## config.mk

```make
export PLATFORM = sky130hd
export DESIGN_NAME = almc_top
export DESIGN_NICKNAME = d
export VERILOG_FILES = /design/src/hw/almc_pkg.sv /design/src/hw/almc_mode_decoder.sv /design/src/hw/almc_top.sv
export VERILOG_INCLUDE_DIRS = /design/src /design/src/hw
export SDC_FILE = /design/constraint.sdc
export NUM_CORES = 1
export LEC_CHECK = 0
export BUFFER_PORTS_ARGS = -buffer_cell sky130_fd_sc_hd__buf_4
export CORE_MARGIN = 5
export CORE_UTILIZATION = 52
export CTS_BUF_LIST = sky130_fd_sc_hd__clkbuf_4 sky130_fd_sc_hd__clkbuf_8
export CTS_CLUSTER_DIAMETER = 30
export DETAILED_ROUTE_END_ITERATION = 8
export HOLD_SLACK_MARGIN = 0.02
export MAX_ROUTING_LAYER = met4
export PLACE_DENSITY_LB_ADDON = 0.25
export SETUP_SLACK_MARGIN = 0.1
export SLEW_MARGIN = 20
export SYNTH_ARGS = -nofsm -noshare
export SYNTH_HDL_FRONTEND = slang
export SYNTH_HIERARCHICAL = 1
export SYNTH_SLANG_ARGS = --single-unit
export TNS_END_PERCENT = 50
```

## constraint.sdc

```tcl
create_clock -name clk -period 2.2 [get_ports clk]
set_input_delay 0 -clock clk [delete_from_list [all_inputs] [get_ports clk]]
set_output_delay 0 -clock clk [all_outputs]
set_load 0.1 [all_outputs]
```

## src/hw/almc_regs.svh

```systemverilog
// register offsets, field positions, reset values and framing constants of the link mode block
`ifndef ALMC_REGS_SVH
`define ALMC_REGS_SVH

`define ALMC_OFS_RATE_RATIO   16'h00ca
`define ALMC_OFS_LANE0_RATE   16'h0670
`define ALMC_OFS_LANE7_RATE   16'h0677
`define ALMC_OFS_MODE_SEL     16'h0702
`define ALMC_OFS_LINK_RATE    16'h0728
`define ALMC_OFS_ASYNC        16'h0780
`define ALMC_OFS_FRAME0       16'h0790
`define ALMC_OFS_FRAME1       16'h0791
`define ALMC_OFS_STATUS       16'h0792

`define ALMC_MODE_LSB         0
`define ALMC_MODE_MSB         5
`define ALMC_SUB_LSB          6
`define ALMC_SUB_MSB          7

`define ALMC_RST_BYTE         8'h00
`define ALMC_LANES            4'h4

`endif

```

## src/hw/almc_pkg.sv

```systemverilog
// types shared by the link mode configuration block
package almc_pkg;

    typedef struct packed {
        logic [3:0] lanes;
        logic [3:0] conv;
        logic [3:0] octets;
        logic [3:0] samples;
        logic [8:0] multiframe;
        logic [1:0] ext_mf;
        logic [4:0] res_bits;
        logic [4:0] tot_bits;
        logic       hd;
    } almc_frame_t;

    typedef enum logic [1:0] {
        ALMC_IDLE,
        ALMC_ACK
    } almc_bus_t;

endpackage

```

## src/hw/almc_mode_decoder.sv

```systemverilog
// mode number / sub-select to framing parameter lookup
`timescale 1ns/10ps
`include "almc_regs.svh"

module almc_mode_decoder
    import almc_pkg::*;
(
    // selection
    input  wire logic [5:0]  link_mode_number,
    input  wire logic [1:0]  link_mode_subselect,
    // result
    output almc_frame_t      frame,
    output logic             supported
);

    function automatic almc_frame_t mk(input logic [3:0] m, input logic [3:0] f,
                                       input logic [3:0] s, input logic [8:0] k,
                                       input logic [1:0] e, input logic [4:0] n,
                                       input logic hd);
        almc_frame_t r;
        r.lanes      = `ALMC_LANES;
        r.conv       = m;
        r.octets     = f;
        r.samples    = s;
        r.multiframe = k;
        r.ext_mf     = e;
        r.res_bits   = n;
        r.tot_bits   = n;
        r.hd         = hd;
        return r;
    endfunction

    always_comb begin
        frame     = '0;
        supported = 1'b1;
        case ({link_mode_number, link_mode_subselect})
            {6'h0d, 2'h0}: frame = mk(4'h2, 4'h1, 4'h1, 9'h100, 2'h1, 5'h10, 1'b1);
            {6'h0d, 2'h1}: frame = mk(4'h2, 4'h2, 4'h2, 9'h080, 2'h1, 5'h10, 1'b0);
            {6'h0d, 2'h2}: frame = mk(4'h2, 4'h4, 4'h4, 9'h040, 2'h1, 5'h10, 1'b0);
            {6'h0d, 2'h3}: frame = mk(4'h2, 4'h8, 4'h8, 9'h020, 2'h1, 5'h10, 1'b0);
            {6'h0e, 2'h0}: frame = mk(4'h2, 4'h3, 4'h4, 9'h100, 2'h3, 5'h0c, 1'b0);
            {6'h0e, 2'h1}: frame = mk(4'h2, 4'h6, 4'h8, 9'h080, 2'h3, 5'h0c, 1'b0);
            {6'h0b, 2'h0}: frame = mk(4'h4, 4'h2, 4'h1, 9'h080, 2'h1, 5'h10, 1'b0);
            {6'h19, 2'h0}: frame = mk(4'h4, 4'h3, 4'h2, 9'h100, 2'h3, 5'h0c, 1'b0);
            default:       supported = 1'b0;
        endcase
    end

endmodule

```

## src/hw/almc_top.sv

```systemverilog
// four-lane link mode configuration registers and framing decoder
//
// Contract
// - every supported or manual configuration reports four lanes; an unsupported mode reports zero
// - mode number from link_mode_select bits 5:0
// - sub-select from link_mode_select bits 7:6
// - mode 13.00 gives M2 F1 S1 K256 HD1
// - mode 13.10 gives M2 F2 S2 K128
// - mode 13.20 gives M2 F4 S4 K64
// - mode 13.30 gives M2 F8 S8 K32
// - mode 14.00 gives M2 F3 S4 E3 N12
// - mode 14.10 gives M2 F6 S8 E3 N12
// - mode 11.00 gives M4 F2 S1 K128
// - mode 25.00 gives M4 F3 S2 E3 N12
// - 13.01 written field by field, HD1
// - 13.11 written field by field
// - 13.21 written field by field
// - 14.01 field by field, asynchronous only; manual framing is taken whatever link_async_flag holds
//
// Design decision made here: the Avalon-MM register port.
`timescale 1ns/10ps
`include "almc_regs.svh"

module almc_top
    import almc_pkg::*;
(
    // clock and reset
    input  wire logic        clk,
    input  wire logic        rst_b,
    // avalon-mm slave
    input  wire logic [15:0] avs_address,
    input  wire logic        avs_read,
    input  wire logic        avs_write,
    input  wire logic [31:0] avs_writedata,
    input  wire logic [3:0]  avs_byteenable,
    output logic      [31:0] avs_readdata,
    output logic             avs_waitrequest,
    output logic [1:0]       avs_response,
    // framing parameters toward the link transmitter
    output logic [3:0]       link_lanes,
    output logic [3:0]       link_conv,
    output logic [3:0]       link_octets,
    output logic [3:0]       link_samples,
    output logic [8:0]       link_multiframe,
    output logic [1:0]       link_ext_mf,
    output logic [4:0]       link_res_bits,
    output logic [4:0]       link_tot_bits,
    output logic             link_hd,
    output logic             link_mode_unsupported,
    output logic             link_async_flag,
    // rate settings
    output logic [3:0]       lane_rate_sel [8],
    output logic [7:0]       link_rate,
    output logic [5:0]       rate_ratio
);

    // registers
    logic [7:0]  mode_sel_reg;
    logic [7:0]  lane_rate_reg [8];
    logic [7:0]  link_rate_reg;
    logic [7:0]  rate_ratio_reg;
    logic        async_reg;
    logic        manual_reg;
    almc_frame_t man_frame_reg;
    almc_frame_t frame_reg;
    logic        unsup_reg;
    almc_bus_t   bus_state_reg;

    logic [5:0]  link_mode_number;
    logic [1:0]  link_mode_subselect;
    almc_frame_t dec_frame;
    logic        dec_supported;
    logic        hit;
    logic        wr_take;
    logic [7:0]  wbyte;

    assign link_mode_number    = mode_sel_reg[`ALMC_MODE_MSB:`ALMC_MODE_LSB];
    assign link_mode_subselect = mode_sel_reg[`ALMC_SUB_MSB:`ALMC_SUB_LSB];
    assign wbyte               = avs_writedata[7:0];

    function automatic logic is_lane(input logic [15:0] a);
        return (a >= `ALMC_OFS_LANE0_RATE) && (a <= `ALMC_OFS_LANE7_RATE);
    endfunction

    function automatic logic decoded(input logic [15:0] a);
        return is_lane(a) || a == `ALMC_OFS_RATE_RATIO || a == `ALMC_OFS_MODE_SEL ||
               a == `ALMC_OFS_LINK_RATE || a == `ALMC_OFS_ASYNC ||
               a == `ALMC_OFS_FRAME0 || a == `ALMC_OFS_FRAME1 || a == `ALMC_OFS_STATUS;
    endfunction

    almc_mode_decoder u_dec (
        .link_mode_number    (link_mode_number),
        .link_mode_subselect (link_mode_subselect),
        .frame               (dec_frame),
        .supported           (dec_supported)
    );

    // one wait cycle per access: requests are taken in idle, acked the next cycle
    assign avs_waitrequest = (bus_state_reg != ALMC_ACK);
    assign hit     = decoded(avs_address);
    assign wr_take = (bus_state_reg == ALMC_ACK) && avs_write && avs_byteenable[0];

    always_ff @(posedge clk or negedge rst_b) begin
        if (!rst_b) begin
            bus_state_reg <= ALMC_IDLE;
        end else if (bus_state_reg == ALMC_IDLE && (avs_read || avs_write)) begin
            bus_state_reg <= ALMC_ACK;
        end else begin
            bus_state_reg <= ALMC_IDLE;
        end
    end

    // mode select; with manual framing off, the frame only changes when this is rewritten
    always_ff @(posedge clk or negedge rst_b) begin
        if (!rst_b) begin
            mode_sel_reg <= `ALMC_RST_BYTE;
        end else if (wr_take && avs_address == `ALMC_OFS_MODE_SEL) begin
            mode_sel_reg <= wbyte;
        end
    end

    // per-lane rate fields, one per lane so dual links may differ
    always_ff @(posedge clk or negedge rst_b) begin
        if (!rst_b) begin
            for (int i = 0; i < 8; i++) begin
                lane_rate_reg[i] <= `ALMC_RST_BYTE;
            end
        end else if (wr_take && is_lane(avs_address)) begin
            lane_rate_reg[avs_address[2:0]] <= wbyte;
        end
    end

    always_ff @(posedge clk or negedge rst_b) begin
        if (!rst_b) begin
            link_rate_reg  <= `ALMC_RST_BYTE;
            rate_ratio_reg <= `ALMC_RST_BYTE;
            async_reg      <= 1'b0;
        end else if (wr_take) begin
            if (avs_address == `ALMC_OFS_LINK_RATE) begin
                link_rate_reg <= wbyte;
            end
            if (avs_address == `ALMC_OFS_RATE_RATIO) begin
                rate_ratio_reg <= {2'b00, wbyte[5:0]};
            end
            if (avs_address == `ALMC_OFS_ASYNC) begin
                async_reg <= wbyte[0];
            end
        end
    end

    // individual fields for configurations that have no mode code
    always_ff @(posedge clk or negedge rst_b) begin
        if (!rst_b) begin
            manual_reg    <= 1'b0;
            man_frame_reg <= '0;
        end else if (wr_take && avs_address == `ALMC_OFS_FRAME0) begin
            manual_reg               <= avs_writedata[31];
            man_frame_reg.lanes      <= `ALMC_LANES;
            man_frame_reg.conv       <= avs_writedata[3:0];
            man_frame_reg.octets     <= avs_writedata[7:4];
            man_frame_reg.samples    <= avs_writedata[11:8];
            man_frame_reg.multiframe <= avs_writedata[20:12];
            man_frame_reg.hd         <= avs_writedata[21];
        end else if (wr_take && avs_address == `ALMC_OFS_FRAME1) begin
            man_frame_reg.ext_mf   <= avs_writedata[1:0];
            man_frame_reg.res_bits <= avs_writedata[6:2];
            man_frame_reg.tot_bits <= avs_writedata[11:7];
        end
    end

    // latched frame; held until the mode select or a manual framing word is rewritten
    always_ff @(posedge clk or negedge rst_b) begin
        if (!rst_b) begin
            frame_reg <= '0;
            unsup_reg <= 1'b0;
        end else if (manual_reg) begin
            frame_reg <= man_frame_reg;
            unsup_reg <= 1'b0;
        end else begin
            frame_reg <= dec_frame;
            unsup_reg <= !dec_supported;
        end
    end

    // read data; unmapped addresses answer with slaveerror and zero
    always_ff @(posedge clk or negedge rst_b) begin
        if (!rst_b) begin
            avs_readdata <= 32'h0000_0000;
            avs_response <= 2'h0;
        end else if (bus_state_reg == ALMC_IDLE && (avs_read || avs_write)) begin
            avs_response <= hit ? 2'h0 : 2'h2;
            avs_readdata <= 32'h0000_0000;
            if (avs_read) begin
                if (is_lane(avs_address)) begin
                    avs_readdata <= {24'h0, lane_rate_reg[avs_address[2:0]]};
                end else begin
                    case (avs_address)
                        `ALMC_OFS_MODE_SEL:   avs_readdata <= {24'h0, mode_sel_reg};
                        `ALMC_OFS_LINK_RATE:  avs_readdata <= {24'h0, link_rate_reg};
                        `ALMC_OFS_RATE_RATIO: avs_readdata <= {24'h0, rate_ratio_reg};
                        `ALMC_OFS_ASYNC:      avs_readdata <= {31'h0, async_reg};
                        `ALMC_OFS_FRAME0:     avs_readdata <= {manual_reg, 9'h0,
                                                               frame_reg.hd,
                                                               frame_reg.multiframe,
                                                               frame_reg.samples,
                                                               frame_reg.octets,
                                                               frame_reg.conv};
                        `ALMC_OFS_FRAME1:     avs_readdata <= {20'h0, frame_reg.tot_bits,
                                                               frame_reg.res_bits,
                                                               frame_reg.ext_mf};
                        `ALMC_OFS_STATUS:     avs_readdata <= {27'h0, frame_reg.lanes,
                                                               unsup_reg};
                        default:              avs_readdata <= 32'h0000_0000;
                    endcase
                end
            end
        end
    end

    assign link_lanes            = frame_reg.lanes;
    assign link_conv             = frame_reg.conv;
    assign link_octets           = frame_reg.octets;
    assign link_samples          = frame_reg.samples;
    assign link_multiframe       = frame_reg.multiframe;
    assign link_ext_mf           = frame_reg.ext_mf;
    assign link_res_bits         = frame_reg.res_bits;
    assign link_tot_bits         = frame_reg.tot_bits;
    assign link_hd               = frame_reg.hd;
    assign link_mode_unsupported = unsup_reg;
    assign link_async_flag       = async_reg;
    assign link_rate             = link_rate_reg;
    assign rate_ratio            = rate_ratio_reg[5:0];

    always_comb begin
        for (int i = 0; i < 8; i++) begin
            lane_rate_sel[i] = lane_rate_reg[i][3:0];
        end
    end

endmodule

```

==> results of run 1 <==
## power breakdown
| group | leakage (nW) | internal (W) | switching (W) |
|---|---|---|---|
| registers | 2.55 | 0.00345 | 0.0000115 |
| logic | 2.75 | 0.000196 | 0.000496 |
| clock network | 0.199 | 0.000988 | 0.00130 |
| total | 5.50 | 0.00464 | 0.00181 |
## Yosys cell counts (all sizes together), types with 2 or more instances
master	number	area share
dfrtp	187	0.51
mux2	154	0.19
buf	86	0.065
nand2	37	0.015
o21ai	26	0.014
clkbuf	23	0.0098
nor2	21	0.0095
mux2i	20	0.022
a22o	17	0.016
nand3	14	0.0088
nor3	12	0.010
and3	11	0.0076
mux4	10	0.025
inv	9	0.0037
nor2b	9	0.0062
a21oi	8	0.0044
nand4	8	0.0055
nor3b	8	0.0066
nor4	7	0.0081
nand3b	6	0.0049
a22oi	5	0.0041
nand4b	4	0.0038
or3	4	0.0027
a2111oi	3	0.0029
a221oi	3	0.0029
and4bb	3	0.0041
nand2b	3	0.0021
nor4b	3	0.0045
a211o	2	0.0019
a211oi	2	0.0016
a31oi	2	0.0014
a32oi	2	0.0019
clkinv	2	0.00082
conb	2	0.00082
o211ai	2	0.0016
o31ai	2	0.0016
## worst max-delay path, stage by stage
cell	delay (ns)
dlygate4sd3_1	0.53
buf_4	0.16
nor4b_4	0.30
nand4_1	0.16
or3_1	0.46
nor3_4	0.30
buf_12	0.17
mux2_2	0.33
## cell families after synthesis
kind of cell,after synthesis,synth area share
buf+inv,120,0.07953
mux,184,0.2371
other cells,2,0.0008245
xor+xnor,1,0.0009617
flops,187,0.5137
simple gates,156,0.1054
compound gates,82,0.06250
## routing by layer
metal  global-route usage  up-vias  wire length (um)
li1                     -     2878                 -
met1               0.3433     3260             10740
met2               0.3804      258             11210
met3              0.05007       41              1570
met4              0.07204        0               544
met5                    -        -                 0
## worst paths after layout
| kind | startpoint | to | slack [ns] | cells past startpoint |
|---|---|---|---|---|
| max | avs_address[6] | lane_rate_reg[38] | 0.14 | 8 |
| max reg2reg | bus_state_reg[0] | lane_rate_reg[38] | 0.19 | 5 |
| min | rst_b | lane_rate_sel[29] | 0.03 | 2 |
| min in group clk | avs_address[7] | avs_readdata[0] | 0.09 | 4 |
| max in group asynchronous | rst_b | link_multiframe[6] | 1.43 | 3 |
| min reg2reg | man_frame_reg[36] | man_frame_reg[36] | 0.49 | 1 |
## layout make-up
cell class                      instances  share of cell area
Timing Repair Buffer                  219              0.1615
Sequential cell                       187              0.4268
Multi-Input combinational cell        447              0.3458
Inverter                               11            0.003766
Tap cell                              225             0.02568
Clock buffer                           19             0.02385
Clock inverter                         13             0.01255
## cell usage in the layout (no fill, tap or decap), drive strengths merged, types with 7 or more instances in the layout
cell,Yosys,final
nand3,14,14
clkbuf,23,19
nor4,7,7
dfrtp,187,187
nor3b,8,8
o21ai,26,26
conb,2,24
clkinv,2,8
dlygate4sd3,0,29
nand2,37,37
nand4,8,8
and3,11,11
buf,86,190
a21oi,8,8
nor2,21,21
mux2i,20,20
nor2b,9,9
mux2,154,154
mux4,10,10
nor3,12,12
a22o,17,17
inv,9,13
## through the flow
stage               cell area, um2  hold WS (ns)
finish                       10960       0.02710
floorplan                     9191       -0.2956
global route                 10960       0.06978
global placement             10270      -0.02768
detailed placement           10270      -0.02523
CTS                          10960       0.02650
==> summary.md, run 1 <==
| Metric | Value |
|---|---|
| Outcome | `finished, final reports clean` |
| Critical path class | `input pin to flip-flop` |
| Clock-pin slew on the worst setup and hold paths | `0.10 ns` |
| Share of cells above drive strength 1 | `0.4464` |
| Fin. Hold Viols | `0` |
| Final Util | `0.6360` |
| Initial Utilization | `0.5285` |
| Finished Layout Cells | `1121` |
| Period utilization | `0.9362` |
| Post-Syn Area | `9109 um2` |
| GPL Wtd Cong | `0.9057` |
| Mapped Avg Cell Area | `12.44 um2` |
| RSZ-0062 raised after global routing | `false` |
| Via density per instance | `5.742` |
| Asr flop ratio synth | `1.000` |
| Cell variety after synth | `62` |
| DP Cell Count | `1060` |
| Headroom to the max-slew limit | `0.5517` |
| Multi-input combinational cell area | `3791 um2` |
| Leakage | `5.500 nW` |
| Core ar. | `17240 um2` |
| Min Tclk post-route | `2.060 ns` |
| Worst vdd ir | `0.3628 mV` |
| Number of global-route vias before repair | `6746` |
| Clock tree sinks | `187` |
| Sequential cell area | `4679 um2` |
| Max FFs per register | `35` |
| Fmax achieved | `0.4855 GHz` |
| Pin count of the biggest net entering global routing | `72` |
| Filler cells | `1360` |
| GRT Residual Overflow | `0` |
| Seq/Total Area, Yosys | `0.5137` |
| #FFs+latches synth | `187` |
| Root Buffer | `clkbuf_8` |
| # diodes | `0` |
| Crit path arrival time | `2.42 ns` |
| Slew @ Worst Pin | `0.6720 ns` |
| Worst path required time | `2.56 ns` |
| DR vias | `6437` |
| CP Capture Type | `flip-flop` |
| Most used DFF post-synth | `dfrtp_1` |
| First-pass GRT wire length | `37810 um` |
| Worst slack at placement | `0.1932 ns` |
| IO buf count | `154` |
| Die Ht | `142.4 um` |
| Rows | `48` |
| Pwr Total | `0.006446 W` |
| Setup violations, final | `0` |
| P per Cell Area | `588.0 nW/um2` |
| Max-slew violation count | `0` |
| Clock Latency Late Sink | `0.47 ns` |
| Cells after synthesis | `732` |
| H-tree depth | `4` |
| Post-DRT Antenna Nets | `0` |
| Number of buffers created by CTS | `17` |
| Area growth syn-to-layout | `20.36%` |
| Post-Route WL | `24060 um` |
| Max Root-Sink Buffers | `2` |
| Die W | `142.4 um` |
| Crit start category | `input pin` |
| Clock Skew | `0.01254 ns` |
| Hold Buf Count CTS | `29` |
| Residual DRC count | `0` |
| Ys Warns | `6` |
| IO Pins | `177` |
| Max-Cap Viols | `0` |
| Total global-route track usage | `0.2496` |
| Drt first pass iters | `5` |
| Post-CTS Resized | `0` |
| Routed wire per std cell | `21.46 um` |
| Detailed Route Iter0 Violations | `538` |
| Layout Nets | `939` |
| Dpl hpwl | `17530 um` |
| Final setup TNS | `0 ns` |
| Initial antenna violation count | `0` |
| Worst setup margin | `0.1404 ns` |
| Post-synth EDFFs | `0` |
| Worst hold path class | `input pin to async pin` |
| Post-CTS setup buffers | `0` |
| Die area | `20260 um2` |
| CTS tree | `built` |
| Worst-path fanout max | `6` |
Power figures use the tool's default switching activity.
==> run 2: changes to the inputs <==
--- a/config.mk
+++ b/config.mk
@@ -6,6 +6,7 @@
 export SDC_FILE = /design/constraint.sdc
 export NUM_CORES = 1
 export LEC_CHECK = 0
+export ABC_AREA = 1
 export BUFFER_PORTS_ARGS = -buffer_cell sky130_fd_sc_hd__buf_4
 export CORE_MARGIN = 5
 export CORE_UTILIZATION = 52
==> run 2 against run 1 <==
  * Sequential cell count did not move
  * First-iteration DRC count grew 53%
  * Final area is 2.5% lower
  * Global-route usage is 0.77 points higher
  * Area after synthesis is 0.45% higher
  * Clock-buffer cell count down 1
  * Combinational power decreased by 21%
  * Clock power is essentially flat
  * Total power down 2.3%
  * Worst hold slack gained 0.017 ns
  * Routed wire length is 3.1% higher
==> summary.md, run 2 <==
| Metric | Value |
|---|---|
| Outcome | `finished, final reports clean` |
| GRT Residual Overflow | `0 (unchanged)` |
| Headroom to the max-slew limit | `0.4459 (-0.1058)` |
| Crit start category | `flip-flop` |
| Setup violations, final | `0 (unchanged)` |
| Clock tree sinks | `187 (unchanged)` |
| Core ar. | `17300 um2 (+0.35%)` |
| Sequential cell area | `4679 um2 (unchanged)` |
| Initial Utilization | `0.5290 (+0.0005522)` |
| Area growth syn-to-layout | `16.85%` |
| Via density per instance | `5.262 (-8.4%)` |
| Largest family of logic cells by synthesized area | `simple AND/OR/NAND/NOR gates` |
| Initial antenna violation count | `0 (unchanged)` |
| Drt first pass iters | `5 (unchanged)` |
| CTS tree | `built` |
| Worst Setup EP | `man_frame_reg[6]` |
| Mapped Avg Cell Area | `8.228 um2 (-34%)` |
| CP Capture Type | `flip-flop` |
| Pin count of the biggest net entering global routing | `57 (-21%)` |
| First-pass GRT wire length | `39180 um (+3.6%)` |
| Proportion of synthesized area in mux cells | `0.01354 (-0.2236)` |
| Fmax achieved | `0.5308 GHz (+9.3%)` |
| Max Root-Sink Buffers | `2 (unchanged)` |
| Routed wire per std cell | `16.88 um (-21%)` |
| Reg2reg path depth | `5 (unchanged)` |
| Total global-route track usage | `0.2573 (+0.007697)` |
| Ys Warns | `6 (unchanged)` |
| R2R Path End | `man_frame_reg[6]` |
| Critical path class | `flip-flop to flip-flop` |
| Leakage | `5.837 nW (+6.1%)` |
| Residual DRC count | `0 (unchanged)` |
| Asr flop ratio synth | `1.000 (unchanged)` |
| Slew @ Worst Pin | `0.8303 ns (+0.1583 ns)` |
| Max-slew violation count | `0 (unchanged)` |
| Die Ht | `142.7 um (+0.21%)` |
| Yosys top cell area share | `0.5114 (-0.002318)` |
| Post-DRT Antenna Nets | `0 (unchanged)` |
| IO buf count | `154 (unchanged)` |
| Number of buffers created by CTS | `17 (unchanged)` |
| H-tree depth | `4 (unchanged)` |
| Filler cells | `1561 (+15%)` |
| Root Buffer | `clkbuf_8` |
| IO Pins | `177 (unchanged)` |
| Hold WS | `0.04397 ns (+0.01688 ns)` |
| Clock Skew | `0.01264 ns (+0.0001021 ns)` |
| #FFs+latches synth | `187 (unchanged)` |
| Post-Syn Area | `9150 um2 (+0.45%)` |
| Top cells by area, synth | `dfrtp_1, nand2_1, o21ai_1` |
| R2r startpoint | `bus_state_reg[0]` |
| XOR/XNOR Fraction of Synth Area | `0 (-0.0009615)` |
| Max-Cap Viols | `0 (unchanged)` |
| Cell variety after synth | `31 (-50%)` |
| Commonest non-fill, non-tap cell in the layout | `nand2_1` |
| Seq/Total Area, Yosys | `0.5114 (-0.002318)` |
| Max FFs per register | `35 (unchanged)` |
| GPL Wtd Cong | `0.9328 (+3.0%)` |
| RSZ-0062 raised after global routing | `false` |
| Worst vdd ir | `0.3910 mV (+7.8%)` |
| Rows | `48 (unchanged)` |
| Synth Area in Compound Gates | `0.09025 (+0.02775)` |
| Period utilization | `0.8563 (-0.07992)` |
| Multi-input combinational cell area | `3571 um2 (-5.8%)` |
| Final setup TNS | `0 ns (unchanged)` |
| # diodes | `0 (unchanged)` |
| P per Cell Area | `589.2 nW/um2 (+0.20%)` |
| Post-synthesis simple-gate area fraction | `0.2766 (+0.1713)` |
| Worst hold path class | `input pin to flip-flop` |
| Clock Latency Late Sink | `0.49 ns (+0.02 ns)` |
| Worst-path fanout max | `24 (+18)` |
| Worst R2R Setup Slack | `0.32 ns (+0.13 ns)` |
| Count leader, synth | `nand2_1` |
| Worst path required time | `2.54 ns (-0.02 ns)` |
| Adder-cell share of the synthesized area | `0 (unchanged)` |
| Die area | `20350 um2 (+0.42%)` |
| Synth area leader | `dfrtp_1` |
| Synth top cells by count | `nand2_1, dfrtp_1, o21ai_1` |
| Cells after synthesis | `1112 (+52%)` |
| Post-synth EDFFs | `0 (unchanged)` |
| DR vias | `7730 (+20%)` |
| Die W | `142.7 um (+0.21%)` |
| Detailed Route Iter0 Violations | `823 (+53%)` |
| Most frequent cells in the layout | `nand2_1, dfrtp_1, buf_4, o21ai_1, nor2_1` |
| Post-Route WL | `24790 um (+3.1%)` |
| Fin. Hold Viols | `0 (unchanged)` |
| Dpl hpwl | `17860 um (+1.9%)` |
| Clock-pin slew on the worst setup and hold paths | `0.10 ns (about the same)` |
| Share of cells above drive strength 1 | `0.2090 (-0.2374)` |
| Min Tclk post-route | `1.884 ns (-0.1758 ns)` |
| Number of global-route vias before repair | `7041 (+4.4%)` |
| Most used DFF post-synth | `dfrtp_1` |
| Layout Nets | `1288 (+37%)` |
| CP startpoint | `bus_state_reg[0]` |
| Crit path arrival time | `2.22 ns (-0.20 ns)` |
[run 2: changes by cell type in the layout (fill, tap and decap cells not counted), moves of 24 or more]
cell and delta:
buf_4 -24, inv_1 +63, mux2_2 -154, nand2_1 +320, nand3_1 +48, nor2_1 +75, o21ai_1 +96
[run 2: layout make-up]
type | count | share of cell area
clock buffer | 18 | 0.02317
sequential | 187 | 0.4377
tap | 225 | 0.02633
inverter | 79 | 0.02820
multi-input combinational | 762 | 0.3340
clock inverter | 13 | 0.01311
timing repair buffer | 185 | 0.1375
[run 2: worst min path at each step]
stage	from	end	slack [ns]	depth (start not counted)
after floorplan	rst_b	avs_readdata[0]	-0.30	0
after global placement	rst_b	lane_rate_sel[23]	0.002	1
after detailed placement	rst_b	lane_rate_sel[22]	0.006	1
after CTS	avs_address[3]	avs_readdata[9]	0.02	5
after global routing	avs_address[3]	avs_readdata[9]	0.04	5
final	avs_address[3]	avs_readdata[9]	0.04	5
[run 2: logic make-up (layout without fill, tap and decap cells)]
| family | after synthesis | count (layout) |
|---|---|---|
| and+or+nand+nor | 574 | 574 |
| DFF | 187 | 187 |
| buffers and inverters | 185 | 295 |
| AOI/OAI and AO/OA | 154 | 154 |
| muxes | 10 | 10 |
| other | 2 | 24 |
[run 2: where the power goes]
group          internal (W)  leakage [nW]  switching, W
registers           0.00344          2.59    0.00000357
clock network       0.00104         0.200       0.00126
logic              0.000139          3.05      0.000408
[run 2: through the flow]
stage	power, W	utilization	cell area [um2]	std cells	setup slack, ns
2_1_floorplan	0.003827	-	9233	1134	0.6903
3_3_place_gp	0.004023	0.5836	10090	1417	0.4196
3_5_place_dp	0.004026	0.5836	10090	1417	0.3556
4_1_cts	0.006330	0.6181	10690	1469	0.3327
5_1_grt	0.006527	0.6181	10690	1469	0.1023
6_report	0.006299	0.6181	10690	1469	0.3162
[run 2: what timing repair did]
action / CTS / global route
endpoints found under the setup margin: 0 / 0
endpoints found under the hold margin: 216 / 0
buffers inserted: 0 / 0
gates resized for setup: 0 / 0
hold buffers: 21 / 0
[run 2: per-layer routing]
metal / vias to the layer above / global-route usage / wire length [um]
met3: 39 / 0.04889 / 1995
met1: 3668 / 0.3880 / 11450
met5: - / - / 0
li1: 3697 / - / -
met2: 326 / 0.3553 / 10830
met4: 0 / 0.07254 / 514
[run 2: worst max-delay path, cell delays in order (launching register included)]
cell and delay (ns):
dfrtp_1 0.39, nand3_1 0.23, inv_1 0.35, nand3_2 0.50, nand2_1 0.18, o21ai_1 0.09
